<file path="config.mk">
export PLATFORM = sky130hd
export DESIGN_NAME = udi_top
export DESIGN_NICKNAME = d
export VERILOG_FILES = /design/src/design/udi_pkg.sv /design/src/design/udi_idle_timer.sv /design/src/design/udi_top.sv
export SDC_FILE = /design/constraint.sdc
export NUM_CORES = 1
export LEC_CHECK = 0
export BUFFER_PORTS_ARGS = -buffer_cell sky130_fd_sc_hd__buf_4
export CELL_PAD_IN_SITES_DETAIL_PLACEMENT = 0
export CELL_PAD_IN_SITES_GLOBAL_PLACEMENT = 1
export CORE_MARGIN = 4
export CORE_UTILIZATION = 42
export CTS_CLUSTER_DIAMETER = 40
export DETAILED_ROUTE_END_ITERATION = 6
export PLACE_DENSITY = 0.84
export SYNTH_ARGS = -nofsm -noshare
export SYNTH_HDL_FRONTEND = slang
export SYNTH_SLANG_ARGS = --single-unit
</file>
<file path="constraint.sdc">
create_clock -name hclk -period 3.4 [get_ports hclk]
set_clock_uncertainty 0.15 [all_clocks]
set_input_delay 0 -clock hclk [delete_from_list [all_inputs] [get_ports hclk]]
set_output_delay 0 -clock hclk [all_outputs]
set_load 0.02 [all_outputs]
</file>
<file path="src/design/udi_pkg.sv">
/*
  Package for the device interrupt and endpoint configuration block:
  register offsets, field positions, reset values and the AHB-Lite carrier.
  Assumes a single 40 MHz clock domain and 32-bit AHB-Lite register access.
*/
package udi_pkg;

  localparam int unsigned NUM_EP      = 16;
  localparam int unsigned CLK_KHZ     = 40000;
  localparam int unsigned IDLE_MS     = 3;
  // Idle J duration in cycles before the bus-idle flag is raised
  localparam int unsigned IDLE_CYCLES = IDLE_MS * CLK_KHZ;

  localparam logic [11:0] OFS_EN_CLR   = 12'h014;
  localparam logic [11:0] OFS_EN_SET   = 12'h018;
  localparam logic [11:0] OFS_FLAGS    = 12'h01c;
  localparam logic [11:0] OFS_SUMMARY  = 12'h020;
  localparam logic [11:0] OFS_FRAME_NUM = 12'h024;
  localparam logic [11:0] OFS_EPCFG    = 12'h100;
  localparam logic [11:0] EPCFG_STRIDE = 12'h020;

  localparam logic [15:0] IRQ_IMPL_MASK = 16'h03fd;
  localparam logic [15:0] IRQ_RESET     = 16'h0000;
  localparam logic [7:0]  EPCFG_MASK    = 8'h77;
  localparam logic [7:0]  EPCFG_RESET   = 8'h00;

  localparam int unsigned BIT_LPM_SUSP  = 9;
  localparam int unsigned BIT_LPM_NYET  = 8;
  localparam int unsigned BIT_RAM_ERR   = 7;
  localparam int unsigned BIT_UP_RSM    = 6;
  localparam int unsigned BIT_RSM_END   = 5;
  localparam int unsigned BIT_WAKE      = 4;
  localparam int unsigned BIT_RST_END   = 3;
  localparam int unsigned BIT_SOF       = 2;
  localparam int unsigned BIT_IDLE      = 0;

  localparam int unsigned TYPE1_LSB = 4;
  localparam int unsigned TYPE0_LSB = 0;

  localparam logic [2:0] EPT_DISABLED = 3'h0;
  localparam logic [2:0] EPT_CONTROL  = 3'h1;
  localparam logic [2:0] EPT_ISO      = 3'h2;
  localparam logic [2:0] EPT_BULK     = 3'h3;
  localparam logic [2:0] EPT_INTR     = 3'h4;
  localparam logic [2:0] EPT_DUAL     = 3'h5;

  localparam logic [1:0] HTRANS_NONSEQ = 2'b10;

  typedef struct packed {
    logic        hsel;
    logic [31:0] haddr;
    logic [1:0]  htrans;
    logic        hwrite;
    logic [2:0]  hsize;
    logic        hready;
    logic [31:0] hwdata;
  } udi_ahb_req_t;

  typedef struct packed {
    logic [31:0] hrdata;
    logic        hreadyout;
    logic        hresp;
  } udi_ahb_rsp_t;

  // Link-side event strobes, one cycle each, and the frame number taken with sof
  typedef struct packed {
    logic        lpm_ack_suspend;
    logic        lpm_nyet;
    logic        ram_error;
    logic        upstream_resume;
    logic        resume_end;
    logic        line_wake;
    logic        bus_reset_end;
    logic        sof;
    logic [10:0] sof_frame_number;
  } udi_evt_t;

endpackage

</file>
<file path="src/design/udi_idle_timer.sv">
/*
  Bus-idle detector: counts consecutive cycles of a synchronised idle J level
  and pulses once when the count reaches the configured length.
  Assumes the J level input is already in the hclk domain.
*/
`timescale 1ns/100ps
module udi_idle_timer #(
  parameter int unsigned IDLE_CYCLES = udi_pkg::IDLE_CYCLES
) (
  // Clock and reset
  input  wire logic hclk,
  input  wire logic hresetn,
  // Line state
  input  wire logic line_j,
  output logic      idle_pulse
);

  typedef struct packed {
    logic [31:0] cnt;
    logic        fired;
  } udi_idle_state_t;

  udi_idle_state_t s_q;
  udi_idle_state_t s_d;

  always_comb begin
    s_d = s_q;
    idle_pulse = 1'b0;
    if (!line_j) begin
      s_d.cnt = 32'h0000_0000;
      s_d.fired = 1'b0;
    end else if (!s_q.fired) begin
      if (s_q.cnt == IDLE_CYCLES - 1) begin
        idle_pulse = 1'b1;
        s_d.fired = 1'b1;
      end else begin
        s_d.cnt = s_q.cnt + 32'h0000_0001;
      end
    end
  end

  always_ff @(posedge hclk or negedge hresetn) begin
    if (!hresetn) begin
      s_q <= '0;
    end else begin
      s_q <= s_d;
    end
  end

endmodule

</file>
<file path="src/design/udi_top.sv">
/*
  Device interrupt enables and flags, endpoint interrupt summary and
  endpoint type configuration of a full-speed USB device, on AHB-Lite.
  Assumes link events arrive as one-cycle strobes on hclk; the bus line
  J level comes from a pin and is synchronised here.
*/
`timescale 1ns/100ps
module udi_top #(
  parameter int unsigned IDLE_CYCLES = udi_pkg::IDLE_CYCLES
) (
  // Clock and reset
  input  wire logic                 hclk,
  input  wire logic                 hresetn,
  // AHB-Lite slave
  input  wire udi_pkg::udi_ahb_req_t ahb_req,
  output udi_pkg::udi_ahb_rsp_t      ahb_rsp,
  // Link events
  input  wire udi_pkg::udi_evt_t     evt,
  input  wire logic                 bus_reset_pulse,
  input  wire logic                 line_j_pin,
  input  wire logic [15:0]          endpoint_pending_bits,
  // Configuration and interrupt out
  output logic [127:0]              endpoint_type_flat,
  output logic                      irq
);

  localparam int unsigned N = udi_pkg::NUM_EP;

  typedef struct packed {
    logic [15:0]   enables;
    logic [15:0]   flags;
    logic [10:0]   frame_number;
    logic [N-1:0][7:0] epcfg;
    logic [11:0]   addr;
    logic          wr;
    logic [31:0]   rdata;
    logic [1:0]    line_sync;
  } udi_top_state_t;

  udi_top_state_t    s_q;
  udi_top_state_t    s_d;
  logic              idle_pulse;
  logic [15:0]       set_ev;
  logic [15:0]       wmask;
  logic              take;
  logic              wr_en_set;
  logic              wr_en_clr;
  logic              wr_flags;
  logic [15:0]       enables_nx;
  logic [15:0]       flags_nx;
  logic [10:0]       frame_nx;
  logic [N-1:0][7:0] epcfg_nx;
  logic [N:0][7:0]   rd_chain;
  logic [31:0]       rd_next;

  udi_idle_timer #(
    .IDLE_CYCLES (IDLE_CYCLES)
  ) u_idle (
    .hclk       (hclk),
    .hresetn    (hresetn),
    .line_j     (s_q.line_sync[1]),
    .idle_pulse (idle_pulse)
  );

  always_comb begin
    set_ev = 16'h0000;
    set_ev[udi_pkg::BIT_LPM_SUSP] = evt.lpm_ack_suspend;
    set_ev[udi_pkg::BIT_LPM_NYET] = evt.lpm_nyet;
    set_ev[udi_pkg::BIT_RAM_ERR] = evt.ram_error;
    set_ev[udi_pkg::BIT_UP_RSM] = evt.upstream_resume;
    set_ev[udi_pkg::BIT_RSM_END] = evt.resume_end;
    set_ev[udi_pkg::BIT_WAKE] = evt.line_wake;
    set_ev[udi_pkg::BIT_RST_END] = evt.bus_reset_end;
    set_ev[udi_pkg::BIT_SOF] = evt.sof;
    set_ev[udi_pkg::BIT_IDLE] = idle_pulse;
  end

  assign take      = ahb_req.hsel && ahb_req.hready
                     && (ahb_req.htrans == udi_pkg::HTRANS_NONSEQ);
  assign wmask     = ahb_req.hwdata[15:0] & udi_pkg::IRQ_IMPL_MASK;
  assign wr_en_set = s_q.wr && (s_q.addr == udi_pkg::OFS_EN_SET);
  assign wr_en_clr = s_q.wr && (s_q.addr == udi_pkg::OFS_EN_CLR);
  assign wr_flags  = s_q.wr && (s_q.addr == udi_pkg::OFS_FLAGS);

  // Set and clear views act on one shared enable state
  always_comb begin
    enables_nx = s_q.enables;
    if (wr_en_set) begin
      enables_nx = s_q.enables | wmask;
    end
    if (wr_en_clr) begin
      enables_nx = s_q.enables & ~wmask;
    end
  end

  for (genvar b = 0; b < 16; b++) begin : g_flag
    always_comb begin
      flags_nx[b] = s_q.flags[b];
      if (wr_flags && wmask[b]) begin
        flags_nx[b] = 1'b0;
      end
      // Hardware set wins over a same-cycle clear
      if (set_ev[b]) begin
        flags_nx[b] = 1'b1;
      end
      if (!udi_pkg::IRQ_IMPL_MASK[b]) begin
        flags_nx[b] = 1'b0;
      end
    end
  end

  always_comb begin
    frame_nx = s_q.frame_number;
    if (evt.sof) begin
      frame_nx = evt.sof_frame_number;
    end
  end

  assign rd_chain[0] = 8'h00;

  for (genvar e = 0; e < N; e++) begin : g_ep
    localparam logic [11:0] EP_OFS = 12'(udi_pkg::OFS_EPCFG + e * udi_pkg::EPCFG_STRIDE);
    logic ep_wr;
    logic ep_rd;
    assign ep_wr = s_q.wr && (s_q.addr == EP_OFS);
    assign ep_rd = (ahb_req.haddr[11:0] == EP_OFS);
    always_comb begin
      epcfg_nx[e] = s_q.epcfg[e];
      if (ep_wr) begin
        epcfg_nx[e] = ahb_req.hwdata[7:0] & udi_pkg::EPCFG_MASK;
      end
      // Bus reset beats a same-cycle write; endpoint 0 keeps its types
      if (bus_reset_pulse && (e != 0)) begin
        epcfg_nx[e] = udi_pkg::EPCFG_RESET;
      end
    end
    assign rd_chain[e+1] = rd_chain[e] | (ep_rd ? epcfg_nx[e] : 8'h00);
    assign endpoint_type_flat[e*8 +: 8] = s_q.epcfg[e];
  end

  // Read data sees a write landing in the same cycle
  always_comb begin
    rd_next = 32'h0000_0000;
    case (ahb_req.haddr[11:0])
      udi_pkg::OFS_EN_CLR, udi_pkg::OFS_EN_SET: begin
        rd_next = {16'h0000, enables_nx};
      end
      udi_pkg::OFS_FLAGS: begin
        rd_next = {16'h0000, flags_nx};
      end
      udi_pkg::OFS_SUMMARY: begin
        rd_next = {16'h0000, endpoint_pending_bits};
      end
      udi_pkg::OFS_FRAME_NUM: begin
        rd_next = {21'h00_0000, frame_nx};
      end
      default: begin
        rd_next = {24'h00_0000, rd_chain[N]};
      end
    endcase
  end

  always_comb begin
    s_d              = s_q;
    s_d.line_sync    = {s_q.line_sync[0], line_j_pin};
    s_d.enables      = enables_nx;
    s_d.flags        = flags_nx;
    s_d.frame_number = frame_nx;
    s_d.epcfg        = epcfg_nx;
    s_d.wr           = 1'b0;
    if (take) begin
      s_d.addr = ahb_req.haddr[11:0];
      s_d.wr   = ahb_req.hwrite;
      if (!ahb_req.hwrite) begin
        s_d.rdata = rd_next;
      end
    end
  end

  always_ff @(posedge hclk or negedge hresetn) begin
    if (!hresetn) begin
      s_q <= '0;
    end else begin
      s_q <= s_d;
    end
  end

  assign irq = (|(s_q.flags & s_q.enables)) || (|endpoint_pending_bits);
  assign ahb_rsp.hrdata = s_q.rdata;
  assign ahb_rsp.hreadyout = 1'b1;
  assign ahb_rsp.hresp = 1'b0;

endmodule

</file>
==> out/metrics.csv <==
metric,value,unit
slew_headroom,0.451,
synth-main-ff-cell,dfrtp_1,
multi_input_area,4960,um^2
reg2reg_from,s_q[39]$_DFFE_PN0P_,
n_fill_cell,2461,
fp.coreArea,27900,um^2
critPathCaptureType,register,
grt_max_degree,124,
report.final.setup_viol,0,
grt_antenna_before_repair,0,
setup_tns,0,ns
ios,274,
async_flop_share,1.00,
r2r_end,ahb_rsp[4]$_DFFE_PN0P_,
cap_violations,0,
fin_crit_sh,0.972,
clkTransAtPathRegs,0.05,ns
cts_sinks,221,
rrSetupSlack,0.21,ns
grt.total_usage,0.250,
fin_crit,3.31,ns
num_rows,61,
overflow,0,
synthTopCellsByCount,"dfrtp_1 (221), buf_4 (163), nor2_1 (136), mux2i_1 (81), nand2_1 (71)",
syn2layout_area_growth,28.1,%
synth_most_common_cell,dfrtp_1,
hold_viol,0,
worst_pin_slew,0.816,ns
synth_cells,1208,
synth.top_cell.area_share,0.462,
drtIter0Drc,1002,
numCtsBuffers,34,
vias,10100,
cts_buffer_depth,3,
seqCellArea,5530,um^2
grt_pass1_vias,10100,
cts_root_buffer,clkbuf_16,
fmax,0.302,GHz
cts_tree,done,
yosysSeqAreaShare,0.462,
vdd_drop_max,0.341,mV
final_cells,1810,
post_drt_via_cell_ratio,5.55,
rsz0062_at_grt,no,
finalNetCount,1518,
powerDensity,460,nW/um^2
dpl_cell_area,13100,um^2
die_w,177,um
crit_path_max_fanout,13,
yosysWarnings,0,
syn-cell-area,12000,um^2
r2r_cells,7,
synth_top_cell_by_area,dfrtp_1,
min_path_cells,4,
p_leak,7.27,nW
syn_area_per_cell,9.92,um^2
portBuffers,210,
required,3.69,ns
ys_types,70,
gp_congestion,0.950,
dp_cells,1640,
finalWirelength,40000,um
first_pass_iters,5,
ys_top_cells_by_area,"dfrtp_1 (46%), buf_4 (10%), mux2i_1 (6.8%)",
ant_nets,0,
drive_gt1_frac,0.270,
endpoint,ahb_rsp[16]$_DFFE_PN0P_,
grt_pass1_wl,60800,um
critical_path_class,input port to register,
crit_start,ahb_req[40],
clk_latency,0.50,ns
startpoint_type,input port,
start_util,0.429,
synth_edf_count,0,
ys_seq_elements,221,
finish.instance_area,15300,um^2
hold_path.class,input port to register,
slew_violations,0,
status,finished clean,
htree_levels,2,
die_y,177,um
crit_arrival,3.60,ns
wl_per_cell,22.1,um
drc_errors,0,
dieArea,31300,um^2
place_hpwl,28400,um
==> cell families after synthesis <==
group	share of synthesized area
AO/OA/AOI/OAI	0.0771
XOR/XNOR	0.0219
adder cells (fa/ha/maj)	0.00104
other	0.000627
AND/OR/NAND/NOR	0.211
multiplexers	0.0959
flip-flops	0.462
buffers and inverters	0.131
==> power by group <==
group	leakage [nW]	switching, W	internal, W	total (W)
combinational	3.74	0.000366	0.000312	0.000677
clock	0.570	0.00132	0.00226	0.00359
sequential	2.95	0.0000843	0.00271	0.00280
==> through the flow <==
stage                     setup slack (ns)  power, W  hold slack [ns]  utilization
after floorplan                      0.585   0.00315           -0.446            -
after global placement               0.270   0.00336           -0.102        0.468
after detailed placement             0.230   0.00337           -0.102        0.468
after CTS                            0.183   0.00709          0.00606        0.549
after global routing                0.0103   0.00729           0.0605        0.549
final                               0.0937   0.00706           0.0234        0.549
==> area by class of cell <==
class                   instances  share of cell area
diodes                          1            0.000163
clock buffers                  39              0.0593
clock inverters                22              0.0170
inverters                      19             0.00465
multi-input cells             753               0.323
flip-flops and latches        221               0.360
well taps                     378              0.0308
repair buffers                377               0.205
==> routing by layer <==
metal  track usage  vias to the layer above  wire, um
met5             0                        -         0
met4        0.0732                        0      1120
met3        0.0602                       88      3440
met2         0.405                      502     18800
met1         0.337                     4947     16600
li1              -                     4515         -
==> timing repair <==
| item | 4_1_cts | 5_1_grt |
|---|---|---|
| hold buffers | 105 | 0 |
| buffers inserted | 0 | 3 |
| endpoints found under the setup margin | 0 | 1 |
| resized for setup | 0 | 1 |
| hold endpoints to repair | 337 | 0 |
==> cells in the final DEF, fill, tap and decap left out, types with 21 or more instances in the layout <==
| cell | n |
|---|---|
| nor4_1 | 21 |
| and3_1 | 26 |
| nand2_1 | 71 |
| clkbuf_16 | 35 |
| mux2_2 | 30 |
| dfrtp_1 | 221 |
| dlygate4sd3_1 | 104 |
| nor3_1 | 40 |
| nor2_1 | 136 |
| nand3_1 | 27 |
| a21oi_1 | 23 |
| mux2i_1 | 81 |
| nand4_1 | 26 |
| buf_4 | 269 |
==> sequential cells by signal, indices dropped and copies added (netlist names) <==
register and cells:
endpoint_type_flat 128, u_idle.s_q 33, s_d 1, ahb_rsp 16, s_q 43
==> critical path: stages <==
cell and delay, ns:
dlygate4sd3_1 0.57, buf_4 0.16, or4_4 0.63, nor4_2 0.61
buf_4 0.31, nand3_1 0.08, dlygate4sd3_1 0.60, nand2_1 0.09
dlygate4sd3_1 0.54
==> worst min path at each step <==
stage	startpoint	endpoint	slack, ns
final	ahb_req[37]	s_q[46]$_DFFE_PN0P_	0.02
after global routing	ahb_req[37]	s_q[46]$_DFFE_PN0P_	0.06
after CTS	ahb_req[37]	s_q[46]$_DFFE_PN0P_	0.006
after detailed placement	hresetn	s_d[1]$_DFF_PN0_	-0.10
after global placement	hresetn	s_d[1]$_DFF_PN0_	-0.10
after floorplan	hresetn	ahb_rsp[10]$_DFFE_PN0P_	-0.45
(Power assumes the default switching activity.)
